`src/qsfc_pkg.sv`:
```
// Purpose: shared constants for the quad serial flash controller
// Assumes: 100 MHz module clock, no register bus
// Notes: lane modes, widths and timing counts live here
package qsfc_pkg;
  localparam int QSFC_CLK_MHZ = 100; // module clock rate
  localparam int QSFC_WLEN_W = 7; // word length minus one field width
  localparam int QSFC_WCNT_W = 12; // word count minus one field width
  localparam int QSFC_DIV_W = 8; // serial clock divider field width
  localparam int QSFC_DLY_W = 2; // chip select to data delay width
  localparam int QSFC_WORD_MAX = 128; // longest word in bits
  localparam int QSFC_ADDR_W = 24; // mapped window address width
  localparam int QSFC_BIT_W = 8; // bit counter width
  localparam int QSFC_CS_HOLD = 2; // serial periods after last falling edge
  localparam logic [7:0] QSFC_RD_CMD = 8'h03; // single lane read command
  localparam logic [7:0] QSFC_QRD_CMD = 8'h6B; // quad output read command
  localparam logic [7:0] QSFC_DRD_CMD = 8'h3B; // dual output read command
  localparam logic [1:0] QSFC_LANE_1 = 2'h0; // one read line
  localparam logic [1:0] QSFC_LANE_2 = 2'h1; // two read lines
  localparam logic [1:0] QSFC_LANE_4 = 2'h2; // four read lines
  localparam logic [1:0] QSFC_PIN_3 = 2'h0; // clock, select, one shared line
  localparam logic [1:0] QSFC_PIN_4 = 2'h1; // clock, select, out and in
  localparam logic [1:0] QSFC_PIN_6 = 2'h2; // clock, select, four lines
  typedef enum logic [2:0] {QSFC_IDLE, QSFC_LEAD, QSFC_CMD, QSFC_DATA, QSFC_TAIL}
    qsfc_state_e;
endpackage

```
`src/qsfc_ctrl.sv`:
```
// Purpose: serial flash controller with software frames and a mapped read path
// Assumes: serial data inputs come from off chip and are synchronised here
// Notes: clock mode zero, read data taken at the falling serial edge
`timescale 1ns/10ps
// Notes on behaviour
// RULE_01 - controller only, always drives clock and select
// RULE_02 - reads on one, two or four lines
// RULE_03 - mapped reads become serial reads automatically
// RULE_04 - word length one to 128 bits
// RULE_05 - frame holds one to 4096 words
// RULE_06 - three, four or six pin wiring
// RULE_07 - optional pulse per word or frame
// RULE_08 - zero to three cycle select-to-data delay
// RULE_09 - clock mode zero, clock idles low
// RULE_10 - read data sampled on falling edge
// RULE_11 - flash launches data on falling edge
// RULE_12 - select released two periods after last fall
// RULE_13 - select leads first fall by delay plus one
// RULE_14 - idle: select high, clock low
// RULE_15 - divided serial clock runs only during transfers
module qsfc_ctrl import qsfc_pkg::*; (
  input wire logic clock, // module clock
  input wire logic rst_n, // asynchronous reset, active low
  input wire logic [QSFC_DIV_W-1:0] clk_div, // half period in clocks minus one
  input wire logic [QSFC_DLY_W-1:0] cs_to_data_delay, // extra select lead periods
  input wire logic [1:0] lane_mode, // read line count
  input wire logic [1:0] pin_mode, // wiring configuration
  input wire logic [QSFC_WLEN_W-1:0] word_len_m1, // bits per word minus one
  input wire logic [QSFC_WCNT_W-1:0] word_cnt_m1, // words per frame minus one
  input wire logic word_irq_en, // pulse on each word
  input wire logic frame_irq_en, // pulse on frame end
  input wire logic frame_start, // start a software read frame
  input wire logic [QSFC_WORD_MAX-1:0] tx_word, // bits sent from frame start, shifted on across words without reload
  input wire logic map_req, // mapped window read request
  input wire logic [QSFC_ADDR_W-1:0] map_addr, // mapped read address
  output logic map_ack, // mapped read done, data valid
  output logic [31:0] map_rdata, // mapped read data
  output logic [QSFC_WORD_MAX-1:0] rx_word, // last received word
  output logic rx_valid, // one cycle, new rx_word
  output logic word_irq, // word done pulse
  output logic frame_irq, // frame done pulse
  output logic busy, // transfer in progress
  output logic sclk, // serial clock
  output logic cs_n, // chip select, active low
  output logic [3:0] d_out, // data line outputs
  output logic [3:0] d_oe_n, // data line enables, low drives
  input wire logic [3:0] d_in // data line inputs
);
  qsfc_state_e st_q, st_d; // transfer state
  logic [QSFC_DIV_W-1:0] div_q, div_d; // divider counter
  logic sclk_q, sclk_d; // serial clock level
  logic cs_n_q, cs_n_d; // chip select level
  logic [1:0] lead_q, lead_d; // remaining select lead periods
  logic ph_q, ph_d; // half period phase while select leads
  logic [QSFC_BIT_W-1:0] bit_q, bit_d; // bits left in word
  logic [QSFC_WCNT_W-1:0] wcnt_q, wcnt_d; // words left in frame
  logic [QSFC_WORD_MAX-1:0] sh_q, sh_d; // transmit shifter
  logic [QSFC_WORD_MAX-1:0] rx_q, rx_d; // receive shifter
  logic [QSFC_WORD_MAX-1:0] rxo_q, rxo_d; // captured word
  logic rxv_q, rxv_d, wi_q, wi_d, fi_q, fi_d; // event pulses
  logic map_q, map_d; // current frame is a mapped read
  logic ack_q, ack_d; // mapped answer pulse
  logic [31:0] mdat_q, mdat_d; // mapped answer data
  logic [1:0] lane_q, lane_d; // lanes used in data phase
  logic [3:0] dout_q, dout_d, doe_q, doe_d; // pin drive
  logic [3:0] din_s1, din_s2; // input synchroniser
  logic tick; // divider half period end
  logic [2:0] step; // bits per falling edge
  logic [QSFC_WORD_MAX-1:0] rx_shift; // receive shifter after a sample
  logic last_bit; // this fall ends the word

  // two flop synchroniser on the data lines
  always_ff @(posedge clock or negedge rst_n) begin
    if (!rst_n) begin
      din_s1 <= 4'h0;
      din_s2 <= 4'h0;
    end else begin
      din_s1 <= d_in;
      din_s2 <= din_s1;
    end
  end

  assign tick = (div_q == '0); // RULE_15
  // lane count sets bits per sample
  always_comb begin
    case (lane_q)
      QSFC_LANE_2: step = 3'h2; // RULE_02
      QSFC_LANE_4: step = 3'h4; // RULE_02
      default: step = 3'h1;
    endcase
  end
  // falling edge sampling, in pin 3 mode the shared line is line 0
  always_comb begin
    rx_shift = rx_q;
    case (lane_q)
      QSFC_LANE_2: rx_shift = {rx_q[QSFC_WORD_MAX-3:0], din_s2[1:0]}; // RULE_10
      QSFC_LANE_4: rx_shift = {rx_q[QSFC_WORD_MAX-5:0], din_s2}; // RULE_10
      default: rx_shift = {rx_q[QSFC_WORD_MAX-2:0],
        (pin_mode == QSFC_PIN_3) ? din_s2[0] : din_s2[1]}; // RULE_06
    endcase
  end
  assign last_bit = (bit_q <= QSFC_BIT_W'(step));

  // next state of the whole transfer engine
  always_comb begin
    st_d = st_q;
    div_d = tick ? clk_div : div_q - 1'b1;
    sclk_d = sclk_q;
    cs_n_d = cs_n_q;
    lead_d = lead_q;
    ph_d = ph_q;
    bit_d = bit_q;
    wcnt_d = wcnt_q;
    sh_d = sh_q;
    rx_d = rx_q;
    rxo_d = rxo_q;
    rxv_d = 1'b0;
    wi_d = 1'b0;
    fi_d = 1'b0;
    map_d = map_q;
    ack_d = 1'b0;
    mdat_d = mdat_q;
    lane_d = lane_q;
    dout_d = dout_q;
    doe_d = doe_q;
    case (st_q)
      QSFC_IDLE: begin
        sclk_d = 1'b0; // RULE_14
        cs_n_d = 1'b1; // RULE_14
        doe_d = 4'hF;
        div_d = clk_div;
        if (map_req) begin // RULE_03
          st_d = QSFC_LEAD;
          cs_n_d = 1'b0; // RULE_01
          map_d = 1'b1;
          lane_d = lane_mode;
          sh_d = '0;
          case (lane_mode)
            QSFC_LANE_2: sh_d[QSFC_WORD_MAX-1 -: 32] = {QSFC_DRD_CMD, map_addr};
            QSFC_LANE_4: sh_d[QSFC_WORD_MAX-1 -: 32] = {QSFC_QRD_CMD, map_addr};
            default: sh_d[QSFC_WORD_MAX-1 -: 32] = {QSFC_RD_CMD, map_addr};
          endcase
          // first bit goes out with select, well ahead of the first rise
          dout_d = {3'h0, sh_d[QSFC_WORD_MAX-1]};
          doe_d = 4'hE; // line 0 drives
          sh_d = {sh_d[QSFC_WORD_MAX-2:0], 1'b0};
          ph_d = 1'b0;
          bit_d = 8'd32;
          wcnt_d = '0;
          lead_d = cs_to_data_delay; // RULE_13
        end else if (frame_start) begin
          st_d = QSFC_LEAD;
          cs_n_d = 1'b0; // RULE_01
          map_d = 1'b0;
          lane_d = QSFC_LANE_1;
          // first bit goes out with select, well ahead of the first rise
          dout_d = {3'h0, tx_word[QSFC_WORD_MAX-1]};
          doe_d = 4'hE; // line 0 drives
          sh_d = {tx_word[QSFC_WORD_MAX-2:0], 1'b0};
          ph_d = 1'b0;
          bit_d = QSFC_BIT_W'(word_len_m1) + 1'b1; // RULE_04
          wcnt_d = word_cnt_m1; // RULE_05
          lead_d = cs_to_data_delay; // RULE_08
        end
      end
      QSFC_LEAD: begin
        // clock stays low: no stray edges reach the flash while select leads
        // first rise after 2*delay+1 half periods, so first fall is delay+1 periods in
        if (tick) begin
          if (!ph_q && lead_q == 2'h0) begin // RULE_13
            st_d = map_q ? QSFC_CMD : QSFC_DATA;
            sclk_d = 1'b1; // first rising edge, first bit already stable
          end else if (!ph_q) begin
            ph_d = 1'b1; // RULE_08
          end else begin
            ph_d = 1'b0;
            lead_d = lead_q - 2'h1; // RULE_08
          end
        end
      end
      QSFC_CMD: begin
        // mapped command and address, single line
        if (tick) begin
          sclk_d = ~sclk_q; // RULE_09
          if (sclk_q) begin
            bit_d = bit_q - 1'b1;
            if (bit_q == 8'd1) begin
              st_d = QSFC_DATA;
              // three pin wiring shares line 0, so it is released for the read
              doe_d = (lane_q == QSFC_LANE_1 && pin_mode != QSFC_PIN_3) ? 4'hE : 4'hF; // RULE_06
              bit_d = 8'd32;
              rx_d = '0;
            end else begin
              dout_d = {3'h0, sh_q[QSFC_WORD_MAX-1]};
              sh_d = {sh_q[QSFC_WORD_MAX-2:0], 1'b0};
            end
          end
        end
      end
      QSFC_DATA: begin
        if (tick) begin
          sclk_d = ~sclk_q; // RULE_09
          if (sclk_q) begin
            rx_d = rx_shift; // RULE_10
            dout_d = {3'h0, sh_q[QSFC_WORD_MAX-1]};
            sh_d = {sh_q[QSFC_WORD_MAX-2:0], 1'b0};
            bit_d = bit_q - QSFC_BIT_W'(step);
            if (last_bit) begin
              rxo_d = rx_shift;
              rxv_d = 1'b1;
              wi_d = word_irq_en; // RULE_07
              bit_d = map_q ? 8'd32 : QSFC_BIT_W'(word_len_m1) + 1'b1;
              rx_d = '0;
              if (wcnt_q == '0) begin // RULE_05
                st_d = QSFC_TAIL;
                fi_d = frame_irq_en; // RULE_07
                ack_d = map_q;
                mdat_d = rx_shift[31:0];
                lead_d = 2'(2 * QSFC_CS_HOLD - 1); // hold counted in half periods
                doe_d = 4'hF;
              end else begin
                wcnt_d = wcnt_q - 1'b1;
              end
            end
          end
        end
      end
      QSFC_TAIL: begin
        // clock stays low, select held two periods after last fall
        sclk_d = 1'b0;
        if (tick && sclk_q == 1'b0) begin
          if (lead_q == 2'h0) begin
            st_d = QSFC_IDLE;
            cs_n_d = 1'b1; // RULE_12
          end else begin
            lead_d = lead_q - 2'h1; // RULE_12
          end
        end
      end
      default: st_d = QSFC_IDLE;
    endcase
  end

  // registers of the transfer engine
  always_ff @(posedge clock or negedge rst_n) begin
    if (!rst_n) begin
      st_q <= QSFC_IDLE;
      div_q <= '0;
      sclk_q <= 1'b0; // RULE_14
      cs_n_q <= 1'b1; // RULE_14
      lead_q <= 2'h0;
      ph_q <= 1'b0;
      bit_q <= '0;
      wcnt_q <= '0;
      sh_q <= '0;
      rx_q <= '0;
      rxo_q <= '0;
      rxv_q <= 1'b0;
      wi_q <= 1'b0;
      fi_q <= 1'b0;
      map_q <= 1'b0;
      ack_q <= 1'b0;
      mdat_q <= 32'h0;
      lane_q <= QSFC_LANE_1;
      dout_q <= 4'h0;
      doe_q <= 4'hF;
    end else begin
      st_q <= st_d;
      div_q <= div_d;
      sclk_q <= sclk_d;
      cs_n_q <= cs_n_d;
      lead_q <= lead_d;
      ph_q <= ph_d;
      bit_q <= bit_d;
      wcnt_q <= wcnt_d;
      sh_q <= sh_d;
      rx_q <= rx_d;
      rxo_q <= rxo_d;
      rxv_q <= rxv_d;
      wi_q <= wi_d;
      fi_q <= fi_d;
      map_q <= map_d;
      ack_q <= ack_d;
      mdat_q <= mdat_d;
      lane_q <= lane_d;
      dout_q <= dout_d;
      doe_q <= doe_d;
    end
  end

  // busy as a registered level
  logic busy_q;
  always_ff @(posedge clock or negedge rst_n) begin
    if (!rst_n) begin
      busy_q <= 1'b0;
    end else begin
      busy_q <= (st_d != QSFC_IDLE);
    end
  end

  assign sclk = sclk_q;
  assign cs_n = cs_n_q;
  assign d_out = dout_q;
  assign d_oe_n = doe_q;
  assign rx_word = rxo_q;
  assign rx_valid = rxv_q;
  assign word_irq = wi_q;
  assign frame_irq = fi_q;
  assign map_ack = ack_q;
  assign map_rdata = mdat_q;
  assign busy = busy_q;
endmodule

```
`config.mk`:
```
export PLATFORM = sky130hd
export DESIGN_NAME = qsfc_ctrl
export DESIGN_NICKNAME = d
export VERILOG_FILES = /design/src/qsfc_pkg.sv /design/src/qsfc_ctrl.sv
export SDC_FILE = /design/constraint.sdc
export NUM_CORES = 1
export LEC_CHECK = 0
export BUFFER_PORTS_ARGS = -buffer_cell sky130_fd_sc_hd__buf_2
export CAP_MARGIN = 15
export CORE_UTILIZATION = 45
export DETAILED_ROUTE_END_ITERATION = 8
export PLACE_DENSITY_LB_ADDON = 0.12
export SYNTH_ARGS = -nofsm -noshare
export SYNTH_HDL_FRONTEND = slang
export SYNTH_SLANG_ARGS = --single-unit
```
`constraint.sdc`:
```
create_clock -name clock -period 5.15 [get_ports clock]
set_input_delay 0.7725 -clock clock [delete_from_list [all_inputs] [get_ports clock]]
set_output_delay 0.7725 -clock clock [all_outputs]
set_load 0.01 [all_outputs]
```
==> After elaboration in Yosys (flattened, before gate mapping) <==
Index checks and enable logic that the tools add are counted.
{ "word_totals": {"regBits": 475, "input_bits": 195, "word_cells": 212} }
{ "classes": {"addsub": 6, "n_lt_le_gt_ge": 1, "eq_ne": 27, "mux": 120, "n_bitwise": 1, "reduce_logical": 34} }
{ "ops": {"columns": ["operator", "count"], "rows": [
  ["128-bit 2-to-1 mux", 7],
  ["127-bit 2-to-1 mux", 6],
  ["128-bit case mux with 3 select lines", 1],
  ["128-bit case mux with 2 select lines", 1],
  ["127-bit case mux with 2 select lines", 1],
  ["8-bit 2-to-1 mux", 11],
  ["12-bit 2-to-1 mux", 6],
  ["31-bit case mux with 2 select lines", 1],
  ["4-bit 2-to-1 mux", 14],
  ["3-bit 2-to-1 mux", 13],
  ["1-bit 2-to-1 mux", 36],
  ["2-bit inequality test, second input constant", 16],
  ["2-bit 2-to-1 mux", 13],
  ["12-bit case mux with 2 select lines", 1],
  ["4-bit case mux with 3 select lines", 2],
  ["8-bit case mux with 3 select lines", 1],
  ["6-bit AND reduction", 3],
  ["8-bit by 1-bit subtractor with 8-bit output, second input constant", 2],
  ["3-bit case mux with 5 select lines", 1],
  ["12-bit logical NOT", 1],
  ["4-bit AND reduction", 3],
  ["2-bit nonzero test", 6],
  ["12-bit by 1-bit subtractor with 12-bit output, second input constant", 1],
  ["11-bit AND reduction", 1],
  ["30 further kinds", 41]
]} }

==> Depth between registers and ports, before layout <==
Gate-level depths: netlist of run 1.
{ "logic_depth": {"ltp_word": 8, "depth_mapped": 17, "mapped_depth_nobuf": 12} }

==> Worst setup path after synthesis of run 1 <==
Ideal clock, no wire load.
{ "synth_path": {"path_type": "register -> register", "start": "reg lane_q[0]", "end": "reg rxo_q[127], in the netlist rx_word[127]", "setup_ns": 0.126, "arrival_ns": 3.610, "required_time_ns": 5.024, "setup_slack_ns": 1.413, "stages_incl_launch_ff": 18, "period_less_slack_ns": 3.737, "cell_sequence": "dfrtp_1 -> inv_1 -> ha_1 -> inv_1 -> clkbuf_1 -> clkbuf_1 -> ha_1 -> inv_1 -> fa_1 -> a21o_1 -> a211o_1 -> or3_1 -> buf_2 -> buf_6 -> buf_6 -> buf_6 -> nand2_1 -> o31ai_2"} }
{ "synth_via": {"elab_chain_cells": 4, "word_cells_on_any_way": 6} }
{ "synth_rtl": {"columns": ["item", "line_no", "source"], "rows": [
  ["start: declaration", "qsfc_ctrl.sv:64", "logic [1:0] lane_q, lane_d;"],
  ["start signal: assignment", "qsfc_ctrl.sv:285", "lane_q <= lane_d;"],
  ["2-bit equality test / 2-bit by 1-bit equality test with 1-bit output (equally long branches)", "qsfc_ctrl.sv:86, qsfc_ctrl.sv:95", null],
  ["3-bit case mux with 2 select lines", "qsfc_ctrl.sv:86", "case (lane_q)"],
  ["8-bit by 3-bit less-or-equal comparator with 1-bit output", "qsfc_ctrl.sv:102", "assign last_bit = (bit_q <= QSFC_BIT_W'(step));"],
  ["4-bit AND reduction (no source line)", null, null],
  ["end signal: assignment", "qsfc_ctrl.sv:278", "rxo_q <= rxo_d;"],
  ["end: declaration", "qsfc_ctrl.sv:59", "logic [QSFC_WORD_MAX-1:0] rxo_q, rxo_d;"]
]} }
Several ways; a longest one is shown, not always the timed one.
A chain may end at the register's enable or synchronous reset.

==> Worst setup path after layout of run 1 <==
{ "layout_path": {"start": "reg lane_q[0]", "end": "reg rxo_q[105], in the netlist rx_word[105]"} }
The elaborated chain is that of the path after synthesis.

==> summary by stage, run 1 <==
Timing
The aggregate negative setup slack is 0 ps. The measured slew at the worst slew-check pin is approximately 1300 ps. Setup repair after global routing left no endpoint under its margin. For this run, the top clock speed supported by timing is roughly 260 MHz. The number of hold-slack violations in the final timing report is 0. For the final database, setup skew stands at approximately 22 ps. The setup-violating endpoint count in the final report is 0. The count of final max-slew check failures is 0. The tightest slew margin relative to the limit is 0.154. The part of the cycle the worst path needs is 0.757.

The worst path in the final design needs a cycle of a little under 4000 ps, including I/O delays and setup.

Run status
The run finished with clean final reports.

Setup path
Walking the worst path, the cells encountered are inv_1 -> ha_2 -> inv_6 -> ha_1 -> inv_1 -> fa_1 -> a21o_1 -> a211o_1 -> or3_4 -> buf_12 -> nand2_1 -> o21ai_0. The classification of the worst setup path is register to register. The cell seen most often among critical-path stages is sky130_fd_sc_hd__inv_1. On the critical path the largest part of the delay comes from adder cells. STA puts the critical path data required time at around 5600 ps.

The arrival time reported for the critical path endpoint is 4310 ps. The highest net fanout along the worst path is ~200. The critical path's slowest cell is sky130_fd_sc_hd__or3_4. The critical path endpoint category is a register. The largest stage delay on the critical path is 620 ps. Counting both buffers and inverters, the worst setup path holds a total of 4. The worst setup path is launched from a register.

Floorplanning
The die covers 0.0495 mm². In this run the count of I/O pins placed on the die edge is 370. The initial standard-cell utilization of the core is 0.457. The core region is approximately 0.048 mm².

Measured along the x axis, the die boundary spans 222 µm. The number of cell rows is 80. The height of the die is between 200 and 250 µm.

Placed design
The final estimated routing congestion in global placement is 0.854. After detailed placement, the total cell area comes to roughly 0.024 mm². The sum of net half-perimeters after detailed placement is approximately 38000 µm. The cell count after placement is ~3.2k.

Buffers placed on the I/O ports in this run total between 300 and 400.

Clock network
The clock input transition at the sequential cells of the worst setup and hold paths is 60 ps. In this run, post-CTS repair resized a total of 0 instances. Hold repair after CTS inserted 0 buffers. The number of clock buffers added by TritonCTS is 51.

The buffer levels on the longest clock path is 3. The clock insertion delay at the later pin of the skew report is 590 ps. Clock tree synthesis selected as its root buffer the cell sky130_fd_sc_hd__clkbuf_16. The number of sinks on the clock net is ~470. The number of setup buffers added after CTS is 0. CTS built an H-tree with a depth of 2.

TritonCTS built the clock tree.

Layout
For this run, the post-layout net count is 2832. The non-filler instance count after layout is between 3k and 4k. The final design instance area without fill is 0.0257 mm². The fraction of final layout cells sized beyond drive strength 1 is 0.196. From synthesis to final layout, the design area changed by 17.6%. The final core area utilization is 0.538.

Logic synthesis
The most frequently used cell type in the post-synthesis netlist is sky130_fd_sc_hd__dfrtp_1. For this run, the number of Yosys warnings is 0. The biggest area contributor in the post-synthesis netlist is sky130_fd_sc_hd__dfrtp_1. The number of enable flip-flop cells after synthesis is 0.

Counting instances in the post-synthesis netlist gives the leading cell types as sky130_fd_sc_hd__dfrtp_1 (466), sky130_fd_sc_hd__nor2_1 (387), sky130_fd_sc_hd__nand2_1 (357), sky130_fd_sc_hd__o21ai_0 (242), sky130_fd_sc_hd__a21oi_1 (171). By area the synthesized netlist is led by sky130_fd_sc_hd__dfrtp_1 (53%), sky130_fd_sc_hd__nor2_1 (6.6%), sky130_fd_sc_hd__nand2_1 (6.1%). The netlist uses 71 different library cells.

Of the post-synthesis cell area, the dominant cell type holds 0.533. The count of mapped cells out of synthesis is approximately 2.4k. The synthesized netlist occupies a cell area of between 0.02 and 0.025 mm². The post-synthesis async set-or-reset flop share is 1.00. Among all flip-flop cells after synthesis, the most frequent one is sky130_fd_sc_hd__dfrtp_1. In this run the mean area of a mapped cell was ~9 µm². The share of synthesized area occupied by flip-flops and latches is 0.536.

Synthesis inferred 468 register bits.

Min path
The class of the tightest hold or removal check is input port to asynchronous set/reset pin.

Routing
The final wirelength is approximately 58000 µm. In the routed design, unresolved DRC markers number 0. In the final routed layout, each cell accounts on average for roughly 18 µm. The number of nets still failing antenna checks after routing is 0. The number of vias after detailed routing is between 15k and 20k.

In the routed layout, each cell is associated on average with a via count of 5.60. The first-pass iteration count of the detailed router is 5. After the first detailed-routing iteration, the DRC count stood at between 1k and 1.5k.

Power
Dividing total power by cell area gives a power density of ~320 mW/mm². IR analysis of the VDD net gives a maximum drop of 0.233 mV. The total power of the final layout is 8.17 mW.

The leakage power is roughly 12 nW.

Global route
For this run the aggregate overflow at the end of global routing stands at 0. The global router's overall resource usage is 0.231. The largest net degree at the start of global routing is 205. The wire length of the first global-routing pass is roughly 94000 µm. The number of global-route vias before repair is between 15k and 20k. The number of antenna violations at the first check in global routing was 16.

Flow run
The max-capacitance violation count is 0.
## final cells by class
type	count	area (µm²)
Fill cell	4425	22100
Sequential cell	468	11700
Multi-Input combinational cell	1692	9280
Timing Repair Buffer	385	2090
Clock buffer	79	1560
Tap cell	615	769
Clock inverter	15	208
Inverter	23	91.3
Antenna cell	6	15.0
## power breakdown
part	total [mW]	internal (mW)	leakage, nW	switching (mW)
sequential	3.79	3.74	6.27	0.0447
clock	3.82	2.33	0.866	1.49
combinational	0.555	0.172	4.93	0.382
## state kept, by name (all words and copies together) (netlist names), 4 cells and up
| register | flops |
|---|---|
| rx_word | 128 |
| map_rdata | 32 |
| din_s1 | 4 |
| div_q | 8 |
| wcnt_q | 12 |
| bit_q | 8 |
| din_s2 | 4 |
| sh_q | 127 |
| rx_q | 127 |
## cell families (layout without fill, tap and decap cells)
kind of cell,count (synthesis),count (layout),share of synthesized area
simple gates,835,835,0.154
compound gates,758,758,0.219
flops,468,468,0.536
buf+inv,224,502,0.0446
mux,64,64,0.0313
fa+ha+maj,16,16,0.00950
xor+xnor,13,13,0.00521
other cells,2,12,0.000343
## cells in the final DEF, fill, tap and decap left out, drive strengths merged, types with 32 or more instances in the layout
cell    Yosys  final
a22o       32     32
clkbuf    152     79
buf        49    385
a21oi     172    172
nand2     357    357
a221oi    100    100
mux2       35     35
o21ai     261    261
nor2      387    387
dfrtp     466    466
a22oi     126    126
## per-layer routing
metal	global-route usage	part of all wire	up-vias
met5	0	0.0017	-
met4	0.0632	0.019	16
met3	0.0688	0.081	87
met2	0.362	0.46	534
met1	0.312	0.44	8870
li1	-	-	8884
## stage by stage
| step | worst slack (ps) | hold slack, ps |
|---|---|---|
| after floorplan | 1410 | 331 |
| after global placement | 1310 | 335 |
| after detailed placement | 1180 | 342 |
| after CTS | 1160 | 219 |
| after global routing | 978 | 247 |
| final | 1250 | 210 |
## worst paths after layout
kind	start	endpoint	slack [ps]	cells after the start
worst max-delay path	lane_q[0]$_DFFE_PN0P_	rx_word[105]$_DFFE_PN0P_	1250	12
worst min register to register	din_s1[1]$_DFF_PN0_	din_s2[1]$_DFF_PN0_	350	0
worst min-delay path	rst_n	rx_word[58]$_DFFE_PN0P_	210	1
worst max register to register	lane_q[0]$_DFFE_PN0P_	rx_word[105]$_DFFE_PN0P_	1250	12
max in group asynchronous	rst_n	sh_q[56]$_DFFE_PN0P_	3780	2
min in group clock	d_in[2]	din_s1[2]$_DFF_PN0_	310	1
Note: power is estimated with default switching activity, not from simulation.
==> inputs of run 2 (changes only) <==
- clock period: 5.15 -> 3.3 ns (I/O delays scaled with it)
==> run 2 against run 1 <==
Non-clock buffer count is 50 higher. Fmax rose by 22%. Critical path type unchanged. Flip-flop and latch count did not move. Setup slack got worse by 1100 ps.
==> summary by stage, run 2 (same netlist as run 1, synthesis figures left out) <==
Run status
Run status: complete, no violations (unchanged).

Flow run
The max-capacitance violation count was 0 (unchanged).

Clock network
The number of sinks on the clock net is 468 (unchanged). The buffer levels on the longest clock path is 3 (unchanged). The clock input transition at the sequential cells of the worst setup and hold paths is 60 ps (about the same). The number of buffers added by the clock tree synthesis step came to 51 (unchanged).

The clock tree from TritonCTS is yes (unchanged). The root buffer cell is sky130_fd_sc_hd__clkbuf_16 (unchanged). The H-tree level count is 2 (unchanged).

The clock insertion delay at the later pin of the skew report was 590 ps (about the same).

Floorplanning
The height of the die is 222 µm (unchanged). The number of ports placed on the die boundary came to 370 (unchanged). The initial standard-cell utilization of the core is 0.457 (unchanged).

The horizontal die dimension is 222 µm (unchanged). The number of cell rows is 80 (unchanged). The core area is 0.0478 mm² (unchanged).

The total die area was 0.0495 mm² (unchanged).

Setup path
The required time of the worst setup path was 3780 ps (was 5570 ps). The critical path endpoint is lead_q[0]$_DFFE_PN0P_ (was rx_word[105]$_DFFE_PN0P_). Critical path, cell by cell: inv_2 -> ha_4 -> inv_6 -> ha_2 -> inv_1 -> fa_2 -> a21o_1 -> a211o_4 -> or3_4 -> a221o_1 -> mux2_4 (was inv_1 -> ha_2 -> inv_6 -> ha_1 -> inv_1 -> fa_1 -> a21o_1 -> a211o_1 -> or3_4 -> buf_12 -> nand2_1 -> o21ai_0). The family with the most delay on the worst path is compound AO/OA/AOI/OAI gates (was adder cells). The arrival time reported for the critical path endpoint is 3660 ps (was 4310 ps). The classification of the worst setup path is register to register (unchanged). The start of the worst register-to-register path is lane_q[1]$_DFFE_PN0P_ (was lane_q[0]$_DFFE_PN0P_). The setup slack of the worst register-to-register path is 120 ps (was 1250 ps). The origin of the worst setup path is lane_q[1]$_DFFE_PN0P_ (was lane_q[0]$_DFFE_PN0P_). The critical path launch point type is a register (unchanged).

The count of buffer and inverter cells on the critical path is 3 (was 4). The critical path's slowest cell is sky130_fd_sc_hd__dfrtp_1 (was sky130_fd_sc_hd__or3_4). The number of gates on the worst path with buffers counted was 11 (was 12).

The reg-to-reg endpoint was lead_q[0]$_DFFE_PN0P_ (was rx_word[105]$_DFFE_PN0P_). The depth of the most critical reg-to-reg path came to 11 (was 12). The largest stage delay on the critical path is 420 ps (was 620 ps).

The critical path endpoint category is a register (unchanged). The highest net fanout along the worst path came to 7 (was 204).

Min path
The class of the tightest hold or removal check is input port to register (was input port to asynchronous set/reset pin). The worst hold path stage count is 1.

Routing
The final routed DRC violation total is 0 (unchanged). The number of nets still failing antenna checks after routing is 0 (unchanged). The post-detailed-route wirelength per cell is 17.5 µm (was 17.6 µm).

The first-pass iteration count of the detailed router is 7 (was 5). The per-cell via count in the routed design is 5.58 (was 5.60). The final wirelength is 58300 µm (was 57700 µm).

The number of vias after detailed routing is 18.6k (was 18.4k). The number of DRC markers in iteration 0 is 1233 (was 1321).

Layout
The leading cell type in the layout, fill and taps excluded is sky130_fd_sc_hd__dfrtp_1 (unchanged). The net count reported at finish is 2882 (was 2832). The flip-flop count of the largest register after layout is 128 (unchanged).

The area added between synthesis and finish was 19.9% (was 17.6%). The final core area utilization is 0.548 (was 0.538). The filler cell count in the final layout is 4388 (was 4425). Commonest non-fill, non-tap cells in the layout: sky130_fd_sc_hd__dfrtp_1 (466), sky130_fd_sc_hd__nor2_1 (385), sky130_fd_sc_hd__buf_2 (362), sky130_fd_sc_hd__nand2_1 (357), sky130_fd_sc_hd__o21ai_0 (241) (unchanged). The area of combinational cells with multiple inputs is 0.00932 mm² (was 0.00928 mm²).

The fraction of final layout cells sized beyond drive strength 1 came to 0.210 (was 0.196). The final design instance area without fill is 0.0262 mm² (was 0.0257 mm²). The sequential standard cell area was 0.0117 mm² (unchanged).

Power
The power density normalized to cell area is 476 mW/mm² (was 317 mW/mm²). The leakage power came to 12.3 nW (was 12.1 nW). The worst IR drop on VDD is 0.366 mV (was 0.233 mV).

The total power of the final layout was 12.5 mW (was 8.17 mW).

Timing
The measured slew at the worst slew-check pin came to 1160 ps (was 1270 ps). The setup-violating endpoint count in the final report is 0 (unchanged). The number of hold-slack violations in the final timing report is 0 (unchanged).

The final clock skew is 26.3 ps (was 22.2 ps). The aggregate negative setup slack is 0 ps (unchanged). The count of final max-slew check failures is 0 (unchanged).

The highest achievable clock rate is 314 MHz (was 257 MHz). The tightest slew margin relative to the limit is 0.229 (was 0.154). The final setup slack of the worst path is 118 ps (was 1250 ps). The final critical-path required period was 3180 ps (was 3900 ps). RSZ-0062 raised after global routing: no (unchanged). The part of the cycle the worst path needs is 0.964 (was 0.757).

Global route
The largest net degree at the start of global routing is 130 (was 205). The wire length of the first global-routing pass is 94900 µm (was 93700 µm). The number of global-route vias before repair is 18.1k (was 17.4k).

The remaining global-route overflow is 0 (unchanged). The number of antenna violations at the first check in global routing is 17 (was 16). The global router's overall resource usage is 0.234 (was 0.231).

Placed design
The sum of net half-perimeters after detailed placement came to 39700 µm (was 37700 µm). The placed instance area is 0.0245 mm² (was 0.0239 mm²). The final estimated routing congestion in global placement is 0.868 (was 0.854). The worst setup slack after placement is 67.5 ps (was 1180 ps). The number of buffers inserted by port buffering came to 363 (unchanged).
[run 2: cell types whose count changed in the layout (fill, tap and decap cells not counted), moves of 2 or more]
cell                            previous run  this run
sky130_fd_sc_hd__bufinv_16                 5         3
sky130_fd_sc_hd__inv_2                     1         3
sky130_fd_sc_hd__diode_2                   6         8
sky130_fd_sc_hd__mux2_1                    3         1
sky130_fd_sc_hd__inv_1                    21        19
sky130_fd_sc_hd__clkbuf_8                 14        11
sky130_fd_sc_hd__buf_4                    15        46
sky130_fd_sc_hd__mux2_4                    0         2
sky130_fd_sc_hd__dlygate4sd3_1             0         4
sky130_fd_sc_hd__buf_12                    6        22
sky130_fd_sc_hd__clkinvlp_4                3         1
[run 2: layout make-up]
| cell class | count | share of cell area |
|---|---|---|
| sequential | 468 | 0.447 |
| clock inverter | 11 | 0.00506 |
| clock buffer | 77 | 0.0582 |
| antenna | 8 | 0.000763 |
| inverter | 23 | 0.00348 |
| timing repair buffer | 435 | 0.101 |
| multi-input combinational | 1692 | 0.355 |
| tap | 615 | 0.0293 |
[run 2: worst register-to-register path: stages (launching register included)]
cell                      delay (ps)
sky130_fd_sc_hd__dfrtp_1         420
sky130_fd_sc_hd__inv_2           100
sky130_fd_sc_hd__ha_4            220
sky130_fd_sc_hd__inv_6            50
sky130_fd_sc_hd__ha_2            170
sky130_fd_sc_hd__inv_1            70
sky130_fd_sc_hd__fa_2            380
sky130_fd_sc_hd__a21o_1          200
sky130_fd_sc_hd__a211o_4         370
sky130_fd_sc_hd__or3_4           380
sky130_fd_sc_hd__a221o_1         410
sky130_fd_sc_hd__mux2_4          310
[run 2: worst min-delay path by stage]
stage                        startpoint              endpoint  slack (ps)
global placement    din_s1[3]$_DFF_PN0_   din_s2[3]$_DFF_PN0_         340
CTS                             d_in[1]   din_s1[1]$_DFF_PN0_           9
global route                    d_in[1]   din_s1[1]$_DFF_PN0_          30
finish                          d_in[1]   din_s1[1]$_DFF_PN0_          50
detailed placement  din_s1[3]$_DFF_PN0_   din_s2[3]$_DFF_PN0_         330
floorplan                         rst_n  bit_q[0]$_DFFE_PN0P_         200
[run 2: metal layers]
metal | wire length (µm) | track usage | up-vias
li1 | - | - | 8972
met1 | 25300 | 0.313 | 8997
met2 | 27100 | 0.369 | 490
met3 | 4430 | 0.0656 | 104
met4 | 1450 | 0.0739 | 10
met5 | 57 | 0 | -
[run 2: power by group]
group          leakage (nW)  switching [mW]  internal [mW]  total, mW
sequential             6.27          0.0697           5.84       5.91
combinational          5.23           0.605          0.298      0.903
clock                 0.818            2.28           3.40       5.67
total                  12.3            2.95           9.54       12.5
[run 2: timing repair]
item | 4_1_cts | 5_1_grt
endpoints found under the hold margin | 54 | 0
endpoints found under the setup margin | 0 | 143
hold buffers | 4 | 0
gates resized for setup | 0 | 7
setup buffers | 0 | 1
[run 2: through the flow]
stage	hold WS [ps]	std cells
2_1_floorplan	199	2384
3_5_place_dp	335	3228
3_3_place_gp	339	3228
4_1_cts	9.17	3320
5_1_grt	29.0	3327
6_report	51.7	3329
